**src/shared/spcf_consts.svh**
```systemverilog
`ifndef SPCF_CONSTS_SVH
`define SPCF_CONSTS_SVH
// Register indices; byte address is four times the index.
`define SPCF_IDX_POWER_AND_SERIAL0_CONTROL      10'h087
`define SPCF_IDX_SCON0     10'h098
`define SPCF_IDX_TIMER3_CONTROL     10'h0c4
`define SPCF_IDX_SCON1     10'h0f8
// Field positions.
`define SPCF_BIT_MODE_HI   7
`define SPCF_BIT_MODE_LO   6
`define SPCF_BIT_MPE       5
`define SPCF_BIT_REN       4
`define SPCF_BIT_TB8       3
`define SPCF_BIT_RB8       2
`define SPCF_BIT_TI        1
`define SPCF_BIT_RI        0
`define SPCF_BIT_BAUD_DBL  7
`define SPCF_BIT_FE_ACCESS 6
`define SPCF_POWER_AND_SERIAL0_CONTROL_WMASK    8'hdf
// Reset values.
`define SPCF_RST_POWER_AND_SERIAL0_CONTROL      8'h00
`define SPCF_RST_SERIAL_PORT0_CONTROL      8'h00
`define SPCF_RST_TIMER3_CONTROL     8'h00
// Timer 3 overflows per port-1 bit in modes 1 and 3.
`define SPCF_T3_DIV        16
`define SPCF_T3_LAST       4'hf
// Bus answers.
`define SPCF_RESP_OKAY     2'h0
`define SPCF_RESP_SLVERR   2'h2
`endif

```
**src/shared/spcf_pkg.sv**
```systemverilog
package spcf_pkg;
  typedef enum logic [1:0] {SPCF_M0, SPCF_M1, SPCF_M2, SPCF_M3} spcf_mode_t;
  typedef struct packed {
    logic done;
    logic ninth;
    logic match;
    logic frame_err;
  } spcf_rx_evt_t;
  typedef struct packed {
    spcf_mode_t mode;
    logic       rx_enable;
    logic       rx_start_ok;
    logic       tx_ninth;
    logic       baud_double;
    logic       bit_tick;
    logic       irq;
  } spcf_p1_out_t;
  typedef struct packed {
    spcf_mode_t mode;
    logic       baud_double;
  } spcf_p0_out_t;
  typedef struct packed {
    logic         awready;
    logic         wready;
    logic         arready;
    logic         aw_have;
    logic [9:0]   aw_idx;
    logic         w_have;
    logic [7:0]   w_data;
    logic         w_en;
    logic         bvalid;
    logic [1:0]   bresp;
    logic         rvalid;
    logic [1:0]   rresp;
    logic [7:0]   rdata;
    logic [7:0]   power_and_serial0_control;
    logic [7:0]   scon0;
    logic         fe0;
    logic [7:0]   timer3_control;
    logic [7:0]   scon1;
    logic         fe1;
    logic [3:0]   tick_cnt;
    spcf_p1_out_t p1;
    spcf_p0_out_t p0;
  } spcf_state_t;
endpackage

```
**src/hw/spcf_top.sv**
```systemverilog
`timescale 1ns/100ps
`include "spcf_consts.svh"
module spcf_top (
  input  wire logic                  aclk,           // System clock.
  input  wire logic                  aresetn,        // Synchronous reset, active low.
  input  wire logic                  awvalid,        // Write address valid.
  output logic                       awready,        // Write address ready.
  input  wire logic [11:0]           awaddr,         // Write byte address.
  input  wire logic                  wvalid,         // Write data valid.
  output logic                       wready,         // Write data ready.
  input  wire logic [31:0]           wdata,          // Write data.
  input  wire logic [3:0]            wstrb,          // Write byte strobes.
  output logic                       bvalid,         // Write response valid.
  input  wire logic                  bready,         // Write response ready.
  output logic [1:0]                 bresp,          // Write response code.
  input  wire logic                  arvalid,        // Read address valid.
  output logic                       arready,        // Read address ready.
  input  wire logic [11:0]           araddr,         // Read byte address.
  output logic                       rvalid,         // Read data valid.
  input  wire logic                  rready,         // Read data ready.
  output logic [31:0]                rdata,          // Read data.
  output logic [1:0]                 rresp,          // Read response code.
  input  wire spcf_pkg::spcf_rx_evt_t p1_rx,         // Port-1 receive frame events.
  input  wire logic                  p1_tx_done,     // Port-1 frame sent pulse.
  input  wire logic                  p1_int_enable,  // Port-1 interrupt enable.
  input  wire logic                  t3_overflow,    // Timer 3 overflow pulse.
  input  wire logic                  p0_frame_err,   // Port-0 framing error pulse.
  input  wire logic                  p0_t1_baud_src, // Port-0 baud taken from Timer 1.
  output spcf_pkg::spcf_p1_out_t     p1_out,         // Port-1 controls to datapath.
  output spcf_pkg::spcf_p0_out_t     p0_out          // Port-0 controls to datapath.
);
  import spcf_pkg::*;

  spcf_state_t q;
  spcf_state_t d;
  logic        do_wr;
  logic        wr_scon1;
  spcf_mode_t  p1_mode;
  logic        p1_accept;

  // Bit 7 shows the error flag or the upper mode bit, as the select says.
  function automatic logic bit7_view(logic sel, logic fe, logic mode_hi);
    return sel ? fe : mode_hi;
  endfunction

  function automatic logic [9:0] rd_word(logic [9:0] idx, spcf_state_t s);
    logic [9:0] r;
    r = {`SPCF_RESP_OKAY, 8'h00};
    if (idx == `SPCF_IDX_POWER_AND_SERIAL0_CONTROL) begin
      r[7:0] = s.power_and_serial0_control & `SPCF_POWER_AND_SERIAL0_CONTROL_WMASK;
    end else if (idx == `SPCF_IDX_SCON0) begin
      r[7:0] = {bit7_view(s.power_and_serial0_control[`SPCF_BIT_FE_ACCESS], s.fe0, s.scon0[7]), s.scon0[6:0]};
    end else if (idx == `SPCF_IDX_TIMER3_CONTROL) begin
      r[7:0] = s.timer3_control;
    end else if (idx == `SPCF_IDX_SCON1) begin
      r[7:0] = {bit7_view(s.timer3_control[`SPCF_BIT_FE_ACCESS], s.fe1, s.scon1[7]), s.scon1[6:0]};
    end else begin
      r[9:8] = `SPCF_RESP_SLVERR;
    end
    return r;
  endfunction

  always_comb begin
    d         = q;
    p1_mode   = spcf_mode_t'(q.scon1[7:6]);
    do_wr     = q.aw_have && q.w_have && !q.bvalid;
    wr_scon1  = do_wr && q.w_en && (q.aw_idx == `SPCF_IDX_SCON1);
    // The filter passes everything when off; when on it needs the ninth or stop bit and an address hit.
    p1_accept = !q.scon1[`SPCF_BIT_MPE] || (p1_rx.ninth && p1_rx.match);

    if (awvalid && q.awready) begin
      d.aw_have = 1'b1;
      d.aw_idx  = awaddr[11:2];
    end
    if (wvalid && q.wready) begin
      d.w_have = 1'b1;
      d.w_data = wdata[7:0];
      d.w_en   = wstrb[0];
    end
    if (q.bvalid && bready) begin
      d.bvalid = 1'b0;
    end
    if (do_wr) begin
      d.aw_have = 1'b0;
      d.w_have  = 1'b0;
      d.bvalid  = 1'b1;
      d.bresp   = `SPCF_RESP_OKAY;
      if (q.aw_idx == `SPCF_IDX_POWER_AND_SERIAL0_CONTROL) begin
        if (q.w_en) begin
          d.power_and_serial0_control = q.w_data & `SPCF_POWER_AND_SERIAL0_CONTROL_WMASK;
        end
      end else if (q.aw_idx == `SPCF_IDX_SCON0) begin
        if (q.w_en) begin
          d.scon0[6:0] = q.w_data[6:0];
          if (q.power_and_serial0_control[`SPCF_BIT_FE_ACCESS]) begin
            d.fe0 = q.w_data[7];
          end else begin
            d.scon0[7] = q.w_data[7];
          end
        end
      end else if (q.aw_idx == `SPCF_IDX_TIMER3_CONTROL) begin
        if (q.w_en) begin
          d.timer3_control = q.w_data;
        end
      end else if (q.aw_idx == `SPCF_IDX_SCON1) begin
        if (q.w_en) begin
          d.scon1[6:0] = q.w_data[6:0];
          if (q.timer3_control[`SPCF_BIT_FE_ACCESS]) begin
            d.fe1 = q.w_data[7];
          end else begin
            d.scon1[7] = q.w_data[7];
          end
        end
      end else begin
        d.bresp = `SPCF_RESP_SLVERR;
      end
    end

    if (arvalid && q.arready) begin
      d.rvalid = 1'b1;
      {d.rresp, d.rdata} = rd_word(araddr[11:2], q);
    end
    if (q.rvalid && rready) begin
      d.rvalid = 1'b0;
    end

    // Hardware events come after the software write so that a set beats a clear in the same cycle.
    if (p1_rx.frame_err) begin
      d.fe1 = 1'b1;
    end
    if (p0_frame_err) begin
      d.fe0 = 1'b1;
    end
    if (p1_tx_done) begin
      d.scon1[`SPCF_BIT_TI] = 1'b1;
    end
    if (p1_rx.done && q.scon1[`SPCF_BIT_REN]) begin
      if (p1_mode == SPCF_M0) begin
        d.scon1[`SPCF_BIT_RI] = 1'b1;
      end else if (p1_accept) begin
        d.scon1[`SPCF_BIT_RI]  = 1'b1;
        d.scon1[`SPCF_BIT_RB8] = p1_rx.ninth;
      end
    end

    // The divider runs freely on overflows; only modes 1 and 3 take its tick.
    d.p1.bit_tick = 1'b0;
    if (t3_overflow) begin
      d.tick_cnt = q.tick_cnt + 4'h1;
      d.p1.bit_tick = (q.tick_cnt == `SPCF_T3_LAST) && q.scon1[`SPCF_BIT_MODE_LO];
    end

    d.p1.mode        = spcf_mode_t'(d.scon1[7:6]);
    d.p1.rx_enable   = d.scon1[`SPCF_BIT_REN];
    d.p1.rx_start_ok = d.scon1[`SPCF_BIT_REN] && (d.p1.mode != SPCF_M0 || !d.scon1[`SPCF_BIT_RI]);
    d.p1.tx_ninth    = d.scon1[`SPCF_BIT_MODE_HI] && d.scon1[`SPCF_BIT_TB8];
    d.p1.baud_double = d.timer3_control[`SPCF_BIT_BAUD_DBL] && (d.p1.mode == SPCF_M2);
    d.p1.irq         = p1_int_enable && (d.scon1[`SPCF_BIT_TI] || d.scon1[`SPCF_BIT_RI]);
    d.p0.mode        = spcf_mode_t'(d.scon0[7:6]);
    d.p0.baud_double = d.power_and_serial0_control[`SPCF_BIT_BAUD_DBL] &&
                       (d.p0.mode == SPCF_M2 || (d.scon0[`SPCF_BIT_MODE_LO] && p0_t1_baud_src));

    d.awready = !d.aw_have;
    d.wready  = !d.w_have;
    d.arready = !d.rvalid;
  end

  always_ff @(posedge aclk) begin
    if (!aresetn) begin
      q         <= '0;
      q.awready <= 1'b1;
      q.wready  <= 1'b1;
      q.arready <= 1'b1;
    end else begin
      q <= d;
    end
  end

  assign awready = q.awready;
  assign wready  = q.wready;
  assign arready = q.arready;
  assign bvalid  = q.bvalid;
  assign bresp   = q.bresp;
  assign rvalid  = q.rvalid;
  assign rresp   = q.rresp;
  assign rdata   = {24'h000000, q.rdata};
  assign p1_out  = q.p1;
  assign p0_out  = q.p0;
endmodule

```
**config.mk**
```make
export PLATFORM = sky130hd
export DESIGN_NAME = spcf_top
export DESIGN_NICKNAME = d
export VERILOG_FILES = /design/src/shared/spcf_pkg.sv /design/src/hw/spcf_top.sv
export VERILOG_INCLUDE_DIRS = /design/src /design/src/shared
export SDC_FILE = /design/constraint.sdc
export NUM_CORES = 1
export LEC_CHECK = 0
export BUFFER_PORTS_ARGS = -buffer_cell sky130_fd_sc_hd__buf_2
export CORE_MARGIN = 5
export CORE_UTILIZATION = 46
export DETAILED_ROUTE_END_ITERATION = 8
export PLACE_DENSITY_LB_ADDON = 0.1
export SLEW_MARGIN = 5
export SYNTH_ARGS = -nofsm -noshare
export SYNTH_HDL_FRONTEND = slang
export SYNTH_SLANG_ARGS = --single-unit
```
**constraint.sdc**
```tcl
create_clock -name aclk -period 1.9 [get_ports aclk]
set_clock_uncertainty 0.2 [all_clocks]
set_input_delay 0.38 -clock aclk [delete_from_list [all_inputs] [get_ports aclk]]
set_output_delay 0.38 -clock aclk [all_outputs]
set_load 0.02 [all_outputs]
```
==> results of run 1 <==
==> per-stage QoR <==
| stage | total power [mW] | instances | setup TNS, ns | utilization, % | area, um2 |
|---|---|---|---|---|---|
| after floorplan | 2.057 | 461 | -0.2903 | - | 3959 |
| after global placement | 2.142 | 607 | -2.046 | 51.91 | 4244 |
| after detailed placement | 2.148 | 607 | -2.014 | 51.91 | 4244 |
| after CTS | 3.270 | 623 | 0 | 54.07 | 4420 |
| after global routing | 3.392 | 623 | 0 | 54.21 | 4432 |
| final | 3.231 | 623 | 0 | 54.21 | 4432 |
==> layout by cell type, fill, tap and decap left out, types with 3 or more instances in the layout <==
cell / instances
and4bb_2: 3
a221oi_1: 6
o32ai_1: 6
conb_1: 26
mux2_2: 3
and2_1: 7
dfxtp_1: 79
a211oi_1: 5
nand2b_1: 4
a21boi_0: 3
nand4_1: 8
mux2i_1: 21
nand3b_1: 4
nor2_1: 37
buf_2: 70
buf_4: 35
or3_1: 3
nand2_1: 77
clkbuf_8: 11
o21ai_0: 7
a2bb2oi_2: 6
and3b_1: 3
a21oi_1: 34
inv_1: 8
==> state kept, by name, indices dropped and copies added, names as in the netlist, 2 cells and up <==
register  cells
q            56
rdata         8
p1_out        5
p1_mode       2
==> cells by family (layout without fill, tap and decap cells) <==
kind of cell    count (synthesis)  count (layout)  synth area share, %
flops                          79              79                41.32
buf+inv                        73             130                13.30
fa+ha+maj                       1               1               0.3269
xor+xnor                        3               3               0.6866
compound gates                 83              83                14.29
simple gates                  172             172                23.60
mux                            24              24                6.375
other cells                     1              26              0.09798
==> power groups by stage <==
stage                     Combinational (mW)  Clock (mW)  Sequential (mW)
after detailed placement               0.353           0             1.79
after global placement                 0.349           0             1.79
after CTS                              0.355        1.16             1.76
after global routing                   0.395        1.23             1.76
final                                  0.355        1.12             1.76
after floorplan                        0.263           0             1.79
==> critical path, stage by stage <==
cell,delay (ns)
buf_2,0.10
or4b_4,0.54
buf_4,0.16
nor3_2,0.16
buf_4,0.18
a221oi_1,0.09
o32ai_1,0.28
==> what timing repair did <==
| action | in CTS | in global routing |
|---|---|---|
| resized for setup | 0 | 2 |
| hold endpoints to repair | 0 | 0 |
| setup endpoints to repair | 0 | 4 |
==> per-layer routing <==
| layer | share of wire [%] | up-vias | wire (um) | GRT usage [%] |
|---|---|---|---|---|
| met2 | 44 | 73 | 3884 | 26.86 |
| met4 | 1.4 | 0 | 126 | 6.135 |
| met3 | 5.3 | 10 | 467 | 3.306 |
| li1 | - | 1612 | - | - |
| met5 | 0 | - | 0 | 0 |
| met1 | 49 | 1448 | 4370 | 24.67 |
==> synthesized netlist by cell type, drive strengths merged (3+ instances only) <==
cell / count
or3: 3
a21oi: 34
o21ai: 8
nand3: 3
o32ai: 6
mux2: 3
and2: 7
nand2b: 4
nor4b: 3
inv: 8
and4bb: 3
nand4: 9
nand3b: 4
nor3: 3
nand2: 78
nor2: 37
a21boi: 3
and3b: 3
a221oi: 7
mux2i: 21
clkbuf: 8
buf: 56
dfxtp: 79
a2bb2oi: 7
a211oi: 6
==> final cells by class <==
class,instances,area share (%)
multi-input cells,309,42.41
flip-flops and latches,79,35.69
repair buffers,106,14.29
clock buffers,13,3.586
well taps,105,2.964
inverters,8,0.6776
clock inverters,3,0.3953
==> path summary, 6_finish.rpt <==
check | startpoint | endpoint | slack, ns | depth (start not counted)
setup reg to reg | q[74] | p1_out[2] | 0.13 | 4
hold / removal | p1_int_enable | p1_out[0] | 0.06 | 3
setup / recovery | araddr[6] | rdata[6] | 0.06 | 7
hold reg to reg | q[36] | q[36] | 0.25 | 2
==> flow_metrics.env, run 1 <==
export IMPL_status="completed"
export IMPL_dr_total_vias=3143
export IMPL_yosys_warnings=0
export IMPL_synth_edf_count=0
export IMPL_hpwl_um=6715
export IMPL_critPathLaunchType="primary input"
export IMPL_pre_cts_ws_ns=-0.2732
export IMPL_grt_max_degree=39
export IMPL_cts_root_buf="clkbuf_8"
export IMPL_start_util_pct=46.82
export IMPL_gp_congestion=0.8009
export IMPL_rsz0062_at_grt="false"
export IMPL_yosys_area_top_type="dfxtp_1"
export IMPL_hold_ws_ns=0.05696
export IMPL_critPathKind="in -> reg"
export IMPL_worstPathRequired_ns=1.95
export IMPL_setup_viol=0
export IMPL_worstPathArrival_ns=1.89
export IMPL_fmax_mhz=544.3
export IMPL_die_x_um=101.2
export IMPL_row_count=33
export IMPL_combPwrFrac_pct=11.0
export IMPL_post_cts_buffers=0
export IMPL_drive_gt1_share_pct=28.19
export IMPL_cts_path_max_buffers=2
export IMPL_regArea_um2=1582
export IMPL_clock_sinks=79
export IMPL_fp_dieH_um=101.2
export IMPL_fillCellCount=810
export IMPL_power_density_nw_per_um2=729.1
export IMPL_dr_pass1_iters=4
export IMPL_cts_tree="built"
export IMPL_path_clk_slew_ns=0.08
export IMPL_syn_inst=436
export IMPL_holdCritPathClass="in -> reg"
export IMPL_ys_seq_area_share_pct=41.32
export IMPL_die_area_um2=10240
export IMPL_crit_fanout=7
export IMPL_synthTopCellsByArea="dfxtp_1 (41%), buf_4 (9.2%), nand2_1 (7.6%)"
export IMPL_yosysUniqueCellTypes=62
export IMPL_fin_crit_ns=1.837
export IMPL_numCtsBuffers=9
export IMPL_multi_input_area_um2=1879
export IMPL_yosys_area_top_type_share_pct=41.32
export IMPL_synthFlopType="dfxtp_1"
export IMPL_pwr_share_seq_pct=54.4
export IMPL_pwr_share_clk_pct=34.7
export IMPL_drt_iter0_markers=128
export IMPL_grt_pass1_vias=2936
export IMPL_ys_ff_latch=79
export IMPL_postRouteAntennaNets=0
export IMPL_async_reset_ff_share_pct=0
export IMPL_drc=0
export IMPL_grt_pass1_wl_um=14230
export IMPL_switchingPower_uw=844.6
export IMPL_core_um2=8175
export IMPL_sw_frac_of_total_pct=26.14
export IMPL_maxCapViolations=0
export IMPL_worst_slack_ns=0.06288
export IMPL_finalCritPeriodShare_pct=96.69
export IMPL_ios=128
export IMPL_antenna_found_initial=0
export IMPL_irDropWorstVdd_v=0.0004157
export IMPL_area_growth_pct=15.79
export IMPL_finalWirelength_um=8848
export IMPL_detail_route_wl_per_cell_um=14.20
export IMPL_antenna_cells=0
export IMPL_p_int_mw=2.387
export IMPL_h_tree_depth=3
export IMPL_grt_total_usage_pct=17.50
export IMPL_synth_area_per_cell_um2=8.778
export IMPL_overflow=0
export IMPL_insertion_delay_ns=0.34
export IMPL_drv_slew=0
export IMPL_cts_hold_buf=0
export IMPL_nets=590
export IMPL_endpoint_kind="register"
export IMPL_vias_per_cell=5.045
export IMPL_finalHoldViolCount=0
export IMPL_syn_area_um2=3827
export IMPL_p_leak_nw=1.954
export IMPL_buffer_ports_inserted=70
(Power assumes the default switching activity.)
==> inputs of run 2 (changes only) <==
--- a/config.mk
+++ b/config.mk
@@ -6,10 +6,12 @@
 export SDC_FILE = /design/constraint.sdc
 export NUM_CORES = 1
 export LEC_CHECK = 0
+export ABC_AREA = 1
 export BUFFER_PORTS_ARGS = -buffer_cell sky130_fd_sc_hd__buf_2
 export CORE_MARGIN = 5
-export CORE_UTILIZATION = 46
+export CORE_UTILIZATION = 47
 export DETAILED_ROUTE_END_ITERATION = 8
+export GPL_ROUTABILITY_DRIVEN = 0
 export PLACE_DENSITY_LB_ADDON = 0.1
 export SLEW_MARGIN = 5
 export SYNTH_ARGS = -nofsm -noshare
==> flow_metrics.env, run 2 <==
export IMPL_finalCritPeriodShare_pct=90.47
export IMPL_grt_total_usage_pct=17.27
export IMPL_dpl_cell_area_um2=4404
export IMPL_ys_ff_latch=79
export IMPL_drc=0
export IMPL_finalHoldViolCount=0
export IMPL_hpwl_um=7085
export IMPL_instances_no_fill=767
export IMPL_irDropWorstVdd_v=0.0003914
export IMPL_status="completed"
export IMPL_cts_root_buf="clkbuf_8"
export IMPL_endpoint_kind="register"
export IMPL_worstPathArrival_ns=1.77
export IMPL_grt_max_degree=28
export IMPL_critPathSlowestCell="dfxtp_1"
export IMPL_cts_path_max_buffers=2
export IMPL_area_growth_pct=10.51
export IMPL_regArea_um2=1582
export IMPL_overflow=0
export IMPL_synth_area_per_cell_um2=6.946
export IMPL_die_x_um=104.2
export IMPL_drv_slew=0
export IMPL_critPathKind="reg -> reg"
export IMPL_async_reset_ff_share_pct=0
export IMPL_r2r_setup_slack_ns=0.18
export IMPL_syn_inst=600
export IMPL_buffer_ports_inserted=70
export IMPL_cts_tree="built"
export IMPL_grt_pass1_wl_um=15710
export IMPL_start_util_pct=48.02
export IMPL_core_um2=8678
export IMPL_ios=128
export IMPL_final_common_cell="nand2_1"
export IMPL_detail_route_wl_per_cell_um=11.95
export IMPL_clock_sinks=79
export IMPL_synth_edf_count=0
export IMPL_total_power_mw=3.446
export IMPL_fillCellCount=904
export IMPL_drive_gt1_share_pct=20.18
export IMPL_worstPathRequired_ns=1.95
export IMPL_h_tree_depth=3
export IMPL_antenna_found_initial=0
export IMPL_path_clk_slew_ns=0.09
export IMPL_placed_cells=751
export IMPL_fin_area_um2=4606
export IMPL_die_area_um2=10850
export IMPL_yosys_area_top_type="dfxtp_1"
export IMPL_crit_chain="inv_1, nand2_1, nor2_4, nand3_2, nand2_1, nand2_1, nand2_1, nand3_1, nor2_1, nor2_1"
export IMPL_finalWirelength_um=9164
export IMPL_fin_crit_ns=1.719
export IMPL_dr_pass1_iters=4
export IMPL_hold_ws_ns=0.04019
export IMPL_yosys_area_top_type_share_pct=37.95
export IMPL_rsz0062_at_grt="false"
export IMPL_vias_per_cell=4.664
export IMPL_dr_total_vias=3577
export IMPL_crit_fanout=9
export IMPL_cts_hold_buf=0
export IMPL_yosys_warnings=0
export IMPL_setup_viol=0
export IMPL_holdCritPathClass="in -> reg"
export IMPL_antenna_cells=0
export IMPL_layout_common_cells="nand2_1 (146), dfxtp_1 (79), buf_2 (70), inv_1 (67)"
export IMPL_yosysUniqueCellTypes=37
export IMPL_post_cts_resized=0
export IMPL_drt_iter0_markers=113
export IMPL_fp_dieH_um=104.2
export IMPL_syn_area_um2=4168
export IMPL_row_count=34
export IMPL_post_cts_buffers=0
export IMPL_numCtsBuffers=9
export IMPL_critPathLaunchType="register"
export IMPL_power_density_nw_per_um2=748.1
export IMPL_ys_seq_area_share_pct=37.95
export IMPL_worstMarginPinSlew_ns=0.4990
export IMPL_synthFlopType="dfxtp_1"
export IMPL_fmax_mhz=581.8
export IMPL_slew_headroom_pct=66.65
export IMPL_multi_input_area_um2=1954
export IMPL_maxCapViolations=0
export IMPL_path_common_cell="nand2_1"
export IMPL_synthTopCellsByArea="dfxtp_1 (38%), nand2_1 (13%), buf_4 (8.6%)"
export IMPL_synth_common_cells="nand2_1 (146), dfxtp_1 (79), inv_1 (67), nor2_1 (56), o21ai_0 (56)"
export IMPL_finalSetupTns_ns=0
export IMPL_insertion_delay_ns=0.35
export IMPL_synth_most_common_cell="nand2_1"
export IMPL_max_stage_delay_ns=0.33
export IMPL_postRouteAntennaNets=0
export IMPL_largest_reg_flops=56
export IMPL_grt_pass1_vias=3436
export IMPL_top_register="q"
export IMPL_p_leak_nw=2.192
export IMPL_nets=731
[run 2: routing by layer]
layer / up-vias / share of wire, % / global-route usage (%) / wire length (um)
li1: 1936 / - / - / -
met1: 1551 / 46 / 21.75 / 4217
met2: 82 / 48 / 28.83 / 4402
met3: 8 / 5.0 / 4.407 / 457
met4: 0 / 0.95 / 5.550 / 87
met5: - / 0 / 0 / 0
[run 2: worst paths after layout]
path                       from   endpoint  cells past startpoint
hold / removal    p1_int_enable  p1_out[0]                      3
hold reg to reg           q[14]      q[14]                      1
setup / recovery          q[74]  p1_out[0]                     10
setup reg to reg          q[74]  p1_out[0]                     10
[run 2: stage by stage]
step	util, %	setup slack [ns]
2_1_floorplan	-	0.3125
3_5_place_dp	50.75	0.1197
4_1_cts	53.01	0.1619
5_1_grt	53.07	0.0003149
6_report	53.07	0.1811
3_3_place_gp	50.75	0.1343
[run 2: power breakdown]
| group | total, mW | switching [mW] | internal [mW] |
|---|---|---|---|
| sequential | 1.77 | 0.0520 | 1.72 |
| clock | 1.26 | 0.655 | 0.609 |
| combinational | 0.412 | 0.273 | 0.138 |
| total | 3.45 | 0.981 | 2.47 |
[run 2: logic make-up (layout without fill, tap and decap cells)]
family / Yosys count / count (layout) / share of synthesized area, %
muxes: 1 / 1 / 0.2402
and+or+nand+nor: 257 / 257 / 28.31
adders and majority gates: 1 / 1 / 0.3002
other: 1 / 26 / 0.08998
DFF: 79 / 79 / 37.95
AOI/OAI and AO/OA: 122 / 122 / 15.58
buffers and inverters: 139 / 173 / 17.53
[run 2: area by class of cell]
class,instances,share of cell area (%)
Tap cell,108,2.934
Inverter,74,6.031
Sequential cell,79,34.34
Clock buffer,9,2.689
Clock inverter,7,1.576
Multi-Input combinational cell,407,42.43
Timing Repair Buffer,83,9.997
[run 2: critical path, delay by kind of cell, from the launching register on]
| family | cells | cell delay [ns] |
|---|---|---|
| buf+inv | 1 | 0.07 |
| flops | 1 | 0.33 |
| simple gates | 9 | 1.02 |
==> inputs of run 3 (changes only) <==
--- a/config.mk
+++ b/config.mk
@@ -7,10 +7,10 @@
 export NUM_CORES = 1
 export LEC_CHECK = 0
 export ABC_AREA = 1
-export BUFFER_PORTS_ARGS = -buffer_cell sky130_fd_sc_hd__buf_2
 export CORE_MARGIN = 5
-export CORE_UTILIZATION = 47
+export CORE_UTILIZATION = 57
 export DETAILED_ROUTE_END_ITERATION = 8
+export DONT_BUFFER_PORTS = 1
 export GPL_ROUTABILITY_DRIVEN = 0
 export PLACE_DENSITY_LB_ADDON = 0.1
 export SLEW_MARGIN = 5
==> flow_metrics.env, run 3 (same netlist as run 2, synthesis figures left out) <==
export IMPL_switchingPower_uw=897.7
export IMPL_layout_common_cells="nand2_1 (146), dfxtp_1 (79), inv_1 (67), o21ai_0 (56), nor2_1 (55)"
export IMPL_p_leak_nw=1.969
export IMPL_fillCellCount=683
export IMPL_placed_cells=677
export IMPL_grt_pass1_wl_um=14230
export IMPL_insertion_delay_ns=0.35
export IMPL_r2r_start="q[74]"
export IMPL_hold_ws_ns=0.01105
export IMPL_top_register="q"
export IMPL_cts_root_buf="clkbuf_8"
export IMPL_highest_layer="met4"
export IMPL_ios=128
export IMPL_slew_headroom_pct=66.70
export IMPL_drc=0
export IMPL_worstPathArrival_ns=1.75
export IMPL_irDropWorstVdd_v=0.0004004
export IMPL_pwr_share_clk_pct=38.8
export IMPL_die_area_um2=9122
export IMPL_worst_slack_ns=0.1852
export IMPL_h_tree_depth=3
export IMPL_critPathLaunchType="register"
export IMPL_buffer_ports_inserted=0
export IMPL_critPathKind="reg -> reg"
export IMPL_cts_tree="built"
export IMPL_largest_reg_flops=56
export IMPL_dr_wl_met3_um=666
export IMPL_core_um2=7176
export IMPL_drv_slew=0
export IMPL_path_clk_slew_ns=0.08
export IMPL_p_int_mw=2.595
export IMPL_fp_dieH_um=95.51
export IMPL_pre_cts_ws_ns=0.1949
export IMPL_fin_crit_ns=1.715
export IMPL_worstMarginPinSlew_ns=0.4982
export IMPL_holdCritPathClass="in -> reg"
export IMPL_vias_per_cell=4.823
export IMPL_worstPathRequired_ns=1.93
export IMPL_sw_frac_of_total_pct=25.70
export IMPL_dpl_cell_area_um2=4068
export IMPL_met2WireLength_um=4156
export IMPL_clock_sinks=79
export IMPL_fmax_mhz=583.1
export IMPL_grt_total_usage_pct=20.19
export IMPL_total_power_mw=3.492
export IMPL_status="completed"
export IMPL_fin_area_um2=4392
export IMPL_worst_setup_path_startpoint="q[74]"
export IMPL_pwr_share_seq_pct=51.0
export IMPL_numCtsBuffers=9
export IMPL_hp_start="wdata[2]"
export IMPL_dr_pass1_iters=4
export IMPL_drt_met1_wl_um=3894
export IMPL_grt_max_degree=44
export IMPL_overflow=0
export IMPL_crit_fanout=6
export IMPL_finalSetupTns_ns=0
export IMPL_setup_viol=0
export IMPL_fin_util_pct=61.20
export IMPL_grt_pass1_vias=3132
export IMPL_combPwrFrac_pct=10.2
export IMPL_area_growth_pct=5.374
export IMPL_endpoint_kind="register"
export IMPL_postRouteAntennaNets=0
export IMPL_die_x_um=95.51
export IMPL_cts_path_max_buffers=2
export IMPL_finalCritPeriodShare_pct=90.26
export IMPL_antenna_found_initial=0
export IMPL_finalHoldViolCount=0
export IMPL_maxCapViolations=0
export IMPL_detail_route_wl_per_cell_um=12.54
export IMPL_dr_total_vias=3386
export IMPL_rsz0062_at_grt="false"
export IMPL_finalWirelength_um=8802
export IMPL_start_util_pct=58.08
export IMPL_nets=676
export IMPL_final_common_cell="nand2_1"
export IMPL_power_density_nw_per_um2=795.2
export IMPL_instances_no_fill=702
export IMPL_row_count=31
export IMPL_drive_gt1_share_pct=11.61
export IMPL_hpwl_um=6642
export IMPL_drt_iter0_markers=128
export IMPL_antenna_cells=0
[run 3: cell types whose count changed in the layout (fill, tap and decap cells not counted), sizes merged]
| cell | before | now |
|---|---|---|
| inv | 74 | 73 |
| buf | 83 | 21 |
| dlygate4sd3 | 0 | 7 |
| bufinv | 1 | 2 |
| clkinvlp | 2 | 0 |
| clkbuf | 9 | 11 |
| clkinv | 4 | 3 |
[run 3: metal layers]
metal / track usage [%] / up-vias
met4: 7.820 / 0
li1: - / 1829
met1: 24.77 / 1457
met5: 0 / -
met2: 34.17 / 94
met3: 4.736 / 6
[run 3: layout make-up]
type	count	area [um2]	share of cell area [%]
multi-input cells	407	1957	44.56
clock buffers	11	141.4	3.219
clock inverters	4	70.07	1.595
flip-flops and latches	79	1582	36.01
well taps	99	123.9	2.821
repair buffers	28	240.2	5.470
inverters	74	277.8	6.325
[run 3: final timing paths]
check / to / slack [ns] / cells past startpoint
hold / removal: q[66] / 0.01 / 2
setup / recovery: p1_out[4] / 0.19 / 11
hold reg to reg: q[38] / 0.26 / 2
setup reg to reg: p1_out[4] / 0.19 / 11
[run 3: critical path, cell delays in order (launching register included)]
cell and delay [ns]:
dfxtp_1 0.33, inv_1 0.08, nand2_1 0.09, nor2_4 0.15
nand3_2 0.18, buf_4 0.19, nand2_1 0.05, nand2_1 0.05
nand2_1 0.05, nand2_1 0.08, nor2_1 0.09, a21oi_1 0.08
[run 3: power by group through the flow]
stage | Sequential [mW] | Combinational [mW] | Clock [mW]
3_5_place_dp | 1.82 | 0.327 | 0
2_1_floorplan | 1.81 | 0.324 | 0
6_report | 1.78 | 0.357 | 1.35
5_1_grt | 1.79 | 0.404 | 1.46
4_1_cts | 1.78 | 0.356 | 1.38
3_3_place_gp | 1.82 | 0.321 | 0
[run 3: timing repair]
action	CTS	global route
hold buffers	8	0
endpoints found under the setup margin	0	2
setup buffers	0	2
gates resized for setup	0	2
hold endpoints to repair	47	0
